===== src/logic/ppmsi_pkg.sv =====
/*
  ppmsi_pkg: shared constants and carrier types of the port pin mux block.
  Assumes a byte-wide register port with a 3-bit word address.
*/
`default_nettype none

package ppmsi_pkg;

  // ----------------------------------------------------------------
  // widths
  // ----------------------------------------------------------------
  localparam int unsigned ADDR_W = 3;
  localparam int unsigned DATA_W = 8;

  // ----------------------------------------------------------------
  // register offsets
  // ----------------------------------------------------------------
  localparam logic [2:0] OFF_PORT3_DATA      = 3'h0;
  localparam logic [2:0] OFF_PORT3_DIRECTION = 3'h1;
  localparam logic [2:0] OFF_PORT3_PULLUP    = 3'h2;
  localparam logic [2:0] OFF_PORT3_MODE      = 3'h3;
  localparam logic [2:0] OFF_PORT4_DATA      = 3'h4;
  localparam logic [2:0] OFF_PORT4_DIRECTION = 3'h5;
  localparam logic [2:0] OFF_SERIAL_PIN_CTRL = 3'h6;
  localparam logic [2:0] OFF_PORT2_MODE      = 3'h7;

  // ----------------------------------------------------------------
  // field positions
  // ----------------------------------------------------------------
  localparam int unsigned BIT_TIMER_HIGH_SEL  = 2;  // port3 mode
  localparam int unsigned BIT_TIMER_LOW_SEL   = 1;  // port3 mode
  localparam int unsigned BIT_TX_PIN_SELECT   = 5;  // serial pin control
  localparam int unsigned BIT_TX_INVERT       = 3;  // serial pin control
  localparam int unsigned BIT_RX_INVERT       = 2;  // serial pin control
  localparam int unsigned BIT_EXT_INT0_SELECT = 0;  // port2 mode

  // ----------------------------------------------------------------
  // reset values and fixed read patterns
  // ----------------------------------------------------------------
  localparam logic [7:1] RST_PORT3_DATA   = 7'h00;
  localparam logic [7:1] RST_PORT3_DIR    = 7'h00;
  localparam logic [7:1] RST_PORT3_PULLUP = 7'h00;
  localparam logic [2:1] RST_PORT3_MODE   = 2'h0;
  localparam logic [2:0] RST_PORT4_DATA   = 3'h0;
  localparam logic [2:0] RST_PORT4_DIR    = 3'h0;
  localparam logic [2:0] RST_SPC_BITS     = 3'h0;  // select, tx inv, rx inv
  localparam logic       RST_INT0_SELECT  = 1'b0;
  localparam logic [7:0] RD_ALL_ONES      = 8'hff;
  localparam logic [7:0] RD_ZERO          = 8'h00;
  localparam logic [3:0] RD_P4_RESERVED   = 4'hf;  // port4 data bits 7..4
  localparam logic [1:0] RD_SPC_RESERVED  = 2'h3;  // serial ctrl bits 7..6
  localparam logic [7:0] RD_P2_RESERVED   = 8'hd8; // port2 mode bits 7,6,4,3

  // ----------------------------------------------------------------
  // carriers
  // ----------------------------------------------------------------
  typedef struct packed {
    logic [2:0] addr;
    logic [7:0] wdata;
    logic       wr;
    logic       rd;
  } ppmsi_req_t;

  typedef struct packed {
    logic [2:0] out;
    logic [2:0] oe;
  } ppmsi_p4_drv_t;

endpackage : ppmsi_pkg

`default_nettype wire


===== src/logic/ppmsi_top.sv =====
/*
  ppmsi_top: pin function select for port 3 and port 4, port 3 pull-ups,
  port 4 data and direction, serial pin control with data inversion.
  Assumes one 20 MHz clock, synchronous active-high reset, pins sampled
  synchronously, and a register master that never waits.
*/
// How it works
// - high timer select 1 drives timer high out on port3 bit2, else direction.
// - low timer select 1 drives timer low out on port3 bit1, else direction.
// - port3 pull-up on only when direction is 0 and pull-up bit 1.
// - all port3 pull-ups off after reset.
// - port4 data read returns stored bit where direction is 1.
// - port4 data read returns pin level where direction is 0.
// - port4 data bits 7..4 read 1, bit3 read-only, bits 2..0 reset 0.
// - port4 direction 1 makes output, 0 input, reset 0.
// - port4 direction is write-only and reads all ones.
// - port4 direction and data only act while the pin is general I/O.
// - transmit pin select bit5, together with transmitter enable, picks serial transmit for port4 bit2, reset 0.
// - bit3 inverts serial transmit output when 1, reset 0.
// - bit2 inverts serial receive input when 1, reset 0.
// - serial control bits 7 and 6 read 1 and ignore writes.
// - inversion changes act at once on the live data path.
// - port4 bit3 is plain input, or interrupt 0 input when selected.
// - port4 bit2 is transmit output when select and enable both 1.
`timescale 1ns/1ps
`default_nettype none

module ppmsi_top (
  input  wire logic                  clk,
  input  wire logic                  rst,
  input  wire ppmsi_pkg::ppmsi_req_t req,
  output logic [7:0]                 rdata,
  input  wire logic [7:1]            p3_pin_in,
  output logic [7:1]                 p3_pin_out,
  output logic [7:1]                 p3_pin_oe,
  output logic [7:1]                 p3_pullup_on,
  input  wire logic                  timer_high_out,
  input  wire logic                  timer_low_out,
  input  wire logic [3:0]            p4_pin_in,
  output ppmsi_pkg::ppmsi_p4_drv_t   p4_drv,
  input  wire logic                  transmitter_enable_bit,
  input  wire logic                  receive_enable_bit,
  input  wire logic                  serial_txd,
  output logic                       serial_rxd,
  output logic                       external_interrupt_zero_n
);

  // ----------------------------------------------------------------
  // register state
  // ----------------------------------------------------------------
  logic [7:1] p3_data_q,   p3_data_d;
  logic [7:1] p3_dir_q,    p3_dir_d;
  logic [7:1] p3_pu_q,     p3_pu_d;
  logic [2:1] p3_mode_q,   p3_mode_d;
  logic [2:0] p4_data_q,   p4_data_d;
  logic [2:0] p4_dir_q,    p4_dir_d;
  logic       tx_sel_q,    tx_sel_d;
  logic       tx_inv_q,    tx_inv_d;
  logic       rx_inv_q,    rx_inv_d;
  logic       int0_sel_q,  int0_sel_d;
  logic [7:0] rdata_q,     rdata_d;

  logic       wr_p3_data;
  logic       wr_p3_dir;
  logic       wr_p3_pu;
  logic       wr_p3_mode;
  logic       wr_p4_data;
  logic       wr_p4_dir;
  logic       wr_spc;
  logic       wr_p2_mode;
  logic       tx_mode;
  logic [2:0] p4_gpio;
  logic [2:0] p4_read;
  logic [7:1] p3_read;

  // ----------------------------------------------------------------
  // write decode
  // ----------------------------------------------------------------
  assign wr_p3_data = req.wr && (req.addr == ppmsi_pkg::OFF_PORT3_DATA);
  assign wr_p3_dir  = req.wr && (req.addr == ppmsi_pkg::OFF_PORT3_DIRECTION);
  assign wr_p3_pu   = req.wr && (req.addr == ppmsi_pkg::OFF_PORT3_PULLUP);
  assign wr_p3_mode = req.wr && (req.addr == ppmsi_pkg::OFF_PORT3_MODE);
  assign wr_p4_data = req.wr && (req.addr == ppmsi_pkg::OFF_PORT4_DATA);
  assign wr_p4_dir  = req.wr && (req.addr == ppmsi_pkg::OFF_PORT4_DIRECTION);
  assign wr_spc     = req.wr && (req.addr == ppmsi_pkg::OFF_SERIAL_PIN_CTRL);
  assign wr_p2_mode = req.wr && (req.addr == ppmsi_pkg::OFF_PORT2_MODE);

  // ----------------------------------------------------------------
  // pin function select
  // ----------------------------------------------------------------
  // port4 bit2 leaves general I/O only when both serial bits are set
  assign tx_mode = tx_sel_q && transmitter_enable_bit;
  // which port4 pins are still general I/O; bit1 yields to the receiver
  assign p4_gpio = {~tx_mode, ~receive_enable_bit, 1'b1};

  // port3 pins: timer outputs override direction on bits 2 and 1
  always_comb begin
    p3_pin_out = p3_data_q;
    p3_pin_oe  = p3_dir_q;
    if (p3_mode_q[ppmsi_pkg::BIT_TIMER_HIGH_SEL]) begin
      p3_pin_out[2] = timer_high_out;
      p3_pin_oe[2]  = 1'b1;
    end
    if (p3_mode_q[ppmsi_pkg::BIT_TIMER_LOW_SEL]) begin
      p3_pin_out[1] = timer_low_out;
      p3_pin_oe[1]  = 1'b1;
    end
  end

  // pull-up only on a pin whose direction bit is 0 with its pull-up bit set, even while a timer drives it
  assign p3_pullup_on = ~p3_dir_q & p3_pu_q;

  // port4 drivers; transmit path inverted live, no register in between
  always_comb begin
    p4_drv.out = p4_data_q;
    p4_drv.oe  = p4_dir_q & p4_gpio;
    if (tx_mode) begin
      p4_drv.out[2] = serial_txd ^ tx_inv_q;
      p4_drv.oe[2]  = 1'b1;
    end
  end

  assign serial_rxd = p4_pin_in[1] ^ rx_inv_q;

  // interrupt line idles high while the pin is a plain input
  assign external_interrupt_zero_n = int0_sel_q ? p4_pin_in[3] : 1'b1;

  // ----------------------------------------------------------------
  // read view of the ports
  // ----------------------------------------------------------------
  always_comb begin
    for (int i = 0; i < 3; i++) begin
      p4_read[i] = p4_dir_q[i] ? p4_data_q[i] : p4_pin_in[i];
    end
    for (int j = 1; j < 8; j++) begin
      p3_read[j] = p3_dir_q[j] ? p3_data_q[j] : p3_pin_in[j];
    end
  end

  // ----------------------------------------------------------------
  // next register values and read mux
  // ----------------------------------------------------------------
  always_comb begin
    p3_data_d  = wr_p3_data ? req.wdata[7:1] : p3_data_q;
    p3_dir_d   = wr_p3_dir  ? req.wdata[7:1] : p3_dir_q;
    p3_pu_d    = wr_p3_pu   ? req.wdata[7:1] : p3_pu_q;
    p3_mode_d  = wr_p3_mode ? req.wdata[2:1] : p3_mode_q;
    p4_data_d  = wr_p4_data ? req.wdata[2:0] : p4_data_q;
    p4_dir_d   = wr_p4_dir  ? req.wdata[2:0] : p4_dir_q;
    tx_sel_d   = wr_spc ? req.wdata[ppmsi_pkg::BIT_TX_PIN_SELECT] : tx_sel_q;
    tx_inv_d   = wr_spc ? req.wdata[ppmsi_pkg::BIT_TX_INVERT] : tx_inv_q;
    rx_inv_d   = wr_spc ? req.wdata[ppmsi_pkg::BIT_RX_INVERT] : rx_inv_q;
    int0_sel_d = wr_p2_mode ? req.wdata[ppmsi_pkg::BIT_EXT_INT0_SELECT] : int0_sel_q;
    rdata_d    = ppmsi_pkg::RD_ZERO;
    if (req.rd) begin
      case (req.addr)
        ppmsi_pkg::OFF_PORT3_DATA:      rdata_d = {p3_read, 1'b0};
        ppmsi_pkg::OFF_PORT3_DIRECTION: rdata_d = ppmsi_pkg::RD_ALL_ONES;
        ppmsi_pkg::OFF_PORT3_PULLUP:    rdata_d = {p3_pu_q, 1'b0};
        ppmsi_pkg::OFF_PORT3_MODE:      rdata_d = {5'h00, p3_mode_q, 1'b0};
        ppmsi_pkg::OFF_PORT4_DATA:
          rdata_d = {ppmsi_pkg::RD_P4_RESERVED, p4_pin_in[3], p4_read};
        ppmsi_pkg::OFF_PORT4_DIRECTION: rdata_d = ppmsi_pkg::RD_ALL_ONES;
        ppmsi_pkg::OFF_SERIAL_PIN_CTRL:
          rdata_d = {ppmsi_pkg::RD_SPC_RESERVED, tx_sel_q, 1'b0,
                     tx_inv_q, rx_inv_q, 2'h0};
        ppmsi_pkg::OFF_PORT2_MODE:
          rdata_d = ppmsi_pkg::RD_P2_RESERVED | {7'h00, int0_sel_q};
        default:                        rdata_d = ppmsi_pkg::RD_ZERO;
      endcase
    end
  end

  // register stage; every control takes the write on its own edge
  always_ff @(posedge clk) begin
    if (rst) begin
      p3_data_q  <= ppmsi_pkg::RST_PORT3_DATA;
      p3_dir_q   <= ppmsi_pkg::RST_PORT3_DIR;
      p3_pu_q    <= ppmsi_pkg::RST_PORT3_PULLUP;
      p3_mode_q  <= ppmsi_pkg::RST_PORT3_MODE;
      p4_data_q  <= ppmsi_pkg::RST_PORT4_DATA;
      p4_dir_q   <= ppmsi_pkg::RST_PORT4_DIR;
      tx_sel_q   <= ppmsi_pkg::RST_SPC_BITS[2];
      tx_inv_q   <= ppmsi_pkg::RST_SPC_BITS[1];
      rx_inv_q   <= ppmsi_pkg::RST_SPC_BITS[0];
      int0_sel_q <= ppmsi_pkg::RST_INT0_SELECT;
      rdata_q    <= ppmsi_pkg::RD_ZERO;
    end else begin
      p3_data_q  <= p3_data_d;
      p3_dir_q   <= p3_dir_d;
      p3_pu_q    <= p3_pu_d;
      p3_mode_q  <= p3_mode_d;
      p4_data_q  <= p4_data_d;
      p4_dir_q   <= p4_dir_d;
      tx_sel_q   <= tx_sel_d;
      tx_inv_q   <= tx_inv_d;
      rx_inv_q   <= rx_inv_d;
      int0_sel_q <= int0_sel_d;
      rdata_q    <= rdata_d;
    end
  end

  assign rdata = rdata_q;
endmodule : ppmsi_top

`default_nettype wire


===== config.mk =====
export PLATFORM = sky130hd
export DESIGN_NAME = ppmsi_top
export DESIGN_NICKNAME = d
export VERILOG_FILES = /design/src/logic/ppmsi_pkg.sv /design/src/logic/ppmsi_top.sv
export SDC_FILE = /design/constraint.sdc
export NUM_CORES = 1
export LEC_CHECK = 0
export BUFFER_PORTS_ARGS = -buffer_cell sky130_fd_sc_hd__buf_2
export CORE_MARGIN = 2
export CORE_UTILIZATION = 54
export CTS_CLUSTER_DIAMETER = 150
export CTS_CLUSTER_SIZE = 30
export DETAILED_ROUTE_END_ITERATION = 8
export PLACE_DENSITY = 0.91
export SLEW_MARGIN = 20
export SYNTH_ARGS = -nofsm -noshare
export SYNTH_HDL_FRONTEND = slang
export SYNTH_SLANG_ARGS = --single-unit
export TNS_END_PERCENT = 5

===== constraint.sdc =====
create_clock -name clk -period 2.6 [get_ports clk]
set_input_delay 0.39 -clock clk [delete_from_list [all_inputs] [get_ports clk]]
set_output_delay 0.39 -clock clk [all_outputs]
set_load 0.005 [all_outputs]

==> load_flow_metrics.sql <==
INSERT INTO impl_metrics (metric_group, metric, value, unit) VALUES
('clocking', 'ctsHoldBuffers', '0', ''),
('critical_path', 'endpoint_kind', 'flip-flop', ''),
('die', 'design.die.area', '4330', 'um^2'),
('global_route', 'grt-ovfl-total', '0', ''),
('power', 'irDropWorstVdd', '0.349', 'mV'),
('die', 'initial_utilization', '0.564', ''),
('sta', 'tns', '0', 'ns'),
('clocking', 'max-clock-path-buffers', '2', ''),
('synthesis', 'async_reset_ff_frac', '0', ''),
('global_route', 'grt_first_pass_wirelength', '7.07', 'mm'),
('synthesis', 'synth_area_leaders', 'sky130_fd_sc_hd__dfxtp_1 40%, sky130_fd_sc_hd__mux2i_1 21%, sky130_fd_sc_hd__nor2_1 6.4%, sky130_fd_sc_hd__buf_4 5.5%, sky130_fd_sc_hd__nor2b_1 4.2%', ''),
('final_layout', 'layout.filler_cells', '312', ''),
('drt', 'detail_route.vias_per_cell', '5.36', ''),
('synthesis', 'yosys_warnings', '0', ''),
('power', 'power.internal', '923', 'uW'),
('place', 'gpl.final_weighted_congestion', '0.885', ''),
('power', 'swShare', '0.235', ''),
('critical_path', 'timing.critical_path.max_delay_family', 'simple AND/OR/NAND/NOR gates', ''),
('critical_path', 'critical_path.n_buffers_inverters', '1', ''),
('clocking', 'cts.repair_timing.setup_buffer_count', '0', ''),
('critical_path', 'regToRegStartpoint', 'p3_dir_q[4]', ''),
('global_route', 'grt_max_degree', '36', ''),
('global_route', 'track_usage', '0.220', ''),
('hold_path', 'min-delay-start', 'req[8]', ''),
('synthesis', 'ys.flop_type', 'sky130_fd_sc_hd__dfxtp_1', ''),
('final_layout', 'diodes', '0', ''),
('final_layout', 'layout-area-overhead-vs-synth', '13.6', '%'),
('power', 'p_sw', '283', 'uW'),
('sta', 'finalMaxSlewViolations', '0', ''),
('power', 'p_comb_frac', '0.119', ''),
('clocking', 'cts_made_buffers', '5', ''),
('clocking', 'post_cts_resized', '0', ''),
('synthesis', 'postSynthAreaPerCell', '9.88', 'um^2'),
('synthesis', 'synth.yosys.seq_area_share', '0.398', ''),
('synthesis', 'post-synth-top-area-cell', 'sky130_fd_sc_hd__dfxtp_1', ''),
('clocking', 'cts_root_buf', 'sky130_fd_sc_hd__clkbuf_8', ''),
('drt', 'drt-pass1-iter-count', '4', ''),
('place', 'hpwl', '3.20', 'mm'),
('critical_path', 'setup.reg_to_reg.worst_slack', '1.48', 'ns'),
('clocking', 'tritoncts', 'done', ''),
('hold_path', 'worstHoldPathCells', '3', ''),
('sta', 'timing.final.crit_period', '1.56', 'ns'),
('clocking', 'ctsHtreeMaxLevel', '2', ''),
('run', 'max-cap-violations', '0', ''),
('final_layout', 'nNetsFinal', '288', ''),
('sta', 'grt_setup_unrepaired', 'no', ''),
('place', 'io_buffers', '67', ''),
('die', 'floorplan.rows', '22', ''),
('die', 'floorplan.die.height', '65.8', 'um'),
('final_layout', 'utilization', '0.641', ''),
('critical_path', 'worst_ep_arrival_time', '1.71', 'ns'),
('critical_path', 'critical_path_class', 'primary input to flip-flop', ''),
('sta', 'achievable-frequency', '643', 'MHz'),
('sta', 'fin_skew', '0.00338', 'ns'),
('die', 'ioPinCount', '68', ''),
('synthesis', 'synth-seq-cells', '41', ''),
('critical_path', 'reg2regPathDepth', '3', ''),
('critical_path', 'cpMaxStageDelayCell', 'sky130_fd_sc_hd__nor4b_4', ''),
('synthesis', 'post_synth_inst_count', '209', ''),
('die', 'fp.coreArea', '3660', 'um^2'),
('sta', 'setup-violations-final', '0', ''),
('critical_path', 'depth_of_the_critical_timing_path_with_buffers_and_inverters_included', '4', ''),
('critical_path', 'timing.critical_path.cells', 'buf_2 > nor4b_4 > mux2i_1 > nor2_1', ''),
('drt', 'finalWirelength', '4.37', 'mm'),
('hold_path', 'hold_path.class', 'primary input to flip-flop', ''),
('run_status', 'status', 'finished clean', ''),
('power', 'seqPwrFrac', '0.544', ''),
('drt', 'avgRoutedWirePerCell', '14.3', 'um'),
('power', 'power_frac_clock', '0.337', ''),
('sta', 'hold_violations', '0', ''),
('synthesis', 'cell_with_the_most_instances_after_synthesis', 'sky130_fd_sc_hd__mux2i_1', '');
==> cells by family (layout without fill, tap and decap cells) <==
group / count (synthesis) / in the layout / synth area share
multiplexers: 49 / 49 / 0.241
AND/OR/NAND/NOR: 69 / 69 / 0.189
XOR/XNOR: 2 / 2 / 0.00849
buffers and inverters: 26 / 74 / 0.0970
flip-flops: 41 / 41 / 0.398
AO/OA/AOI/OAI: 22 / 22 / 0.0673
==> registers in the layout, indices dropped and copies added (netlist names) <==
| name | count |
|---|---|
| rdata | 8 |
| p3_data_q | 7 |
| p3_dir_q | 7 |
| p3_pu_q | 7 |
| p4_data_q | 3 |
| p4_dir_q | 3 |
| p3_mode_q | 2 |
| int0_sel_q | 1 |
| rx_inv_q | 1 |
| tx_inv_q | 1 |
| tx_sel_q | 1 |
==> layer usage <==
layer	vias up	wire, um	GRT usage
met4	0	80	0.0807
li1	813	-	-
met2	61	2150	0.361
met1	754	1860	0.270
met3	8	276	0.0681
met5	-	0	0
==> placed cells by master (no fill, tap or decap), types with 2 or more instances in the layout <==
cell type,count
sky130_fd_sc_hd__nand4b_1,4
sky130_fd_sc_hd__dfxtp_1,41
sky130_fd_sc_hd__a31oi_1,2
sky130_fd_sc_hd__o21bai_1,2
sky130_fd_sc_hd__and4bb_2,3
sky130_fd_sc_hd__buf_2,67
sky130_fd_sc_hd__a21oi_1,10
sky130_fd_sc_hd__o21a_1,2
sky130_fd_sc_hd__mux2i_1,44
sky130_fd_sc_hd__clkbuf_8,6
sky130_fd_sc_hd__nor2b_1,14
sky130_fd_sc_hd__or2_2,2
sky130_fd_sc_hd__mux2_2,5
sky130_fd_sc_hd__nor2_1,35
sky130_fd_sc_hd__o21ai_0,2
sky130_fd_sc_hd__nand2b_1,3
==> worst register-to-register path: stages, from the launching register on <==
cell and delay (ns):
sky130_fd_sc_hd__dfxtp_1 0.38, sky130_fd_sc_hd__mux2i_1 0.26, sky130_fd_sc_hd__a21oi_1 0.10, sky130_fd_sc_hd__o221a_2 0.27
==> stage by stage <==
step	setup WS, ns	hold WS [ns]	cells	area [um^2]	power [uW]
after global routing	0.991	0.378	305	2350	1260
after floorplan	1.32	0.467	209	2060	764
after global placement	0.860	0.497	298	2260	809
after CTS	1.05	0.359	305	2350	1220
final	1.04	0.366	305	2350	1210
after detailed placement	0.769	0.514	298	2260	813
==> power by group through the flow <==
stage,Combinational (uW),Clock [uW],Sequential [uW]
CTS,143,418,656
detailed placement,142,0,670
global placement,139,0,670
global route,158,445,658
finish,143,407,656
floorplan,95.9,0,668
==> worst paths after layout <==
path	to
setup / recovery	p3_data_q[4]
hold / removal	p3_dir_q[6]
setup reg to reg	rdata[4]
hold reg to reg	p4_data_q[1]
==> final cells by class <==
cell class	count	area, um^2	share of cell area
clock buffers	7	86.3	0.0368
multi-input cells	142	1040	0.445
flip-flops and latches	41	821	0.350
well taps	48	60.1	0.0256
repair buffers	67	335	0.143
(Power assumes the default switching activity.)
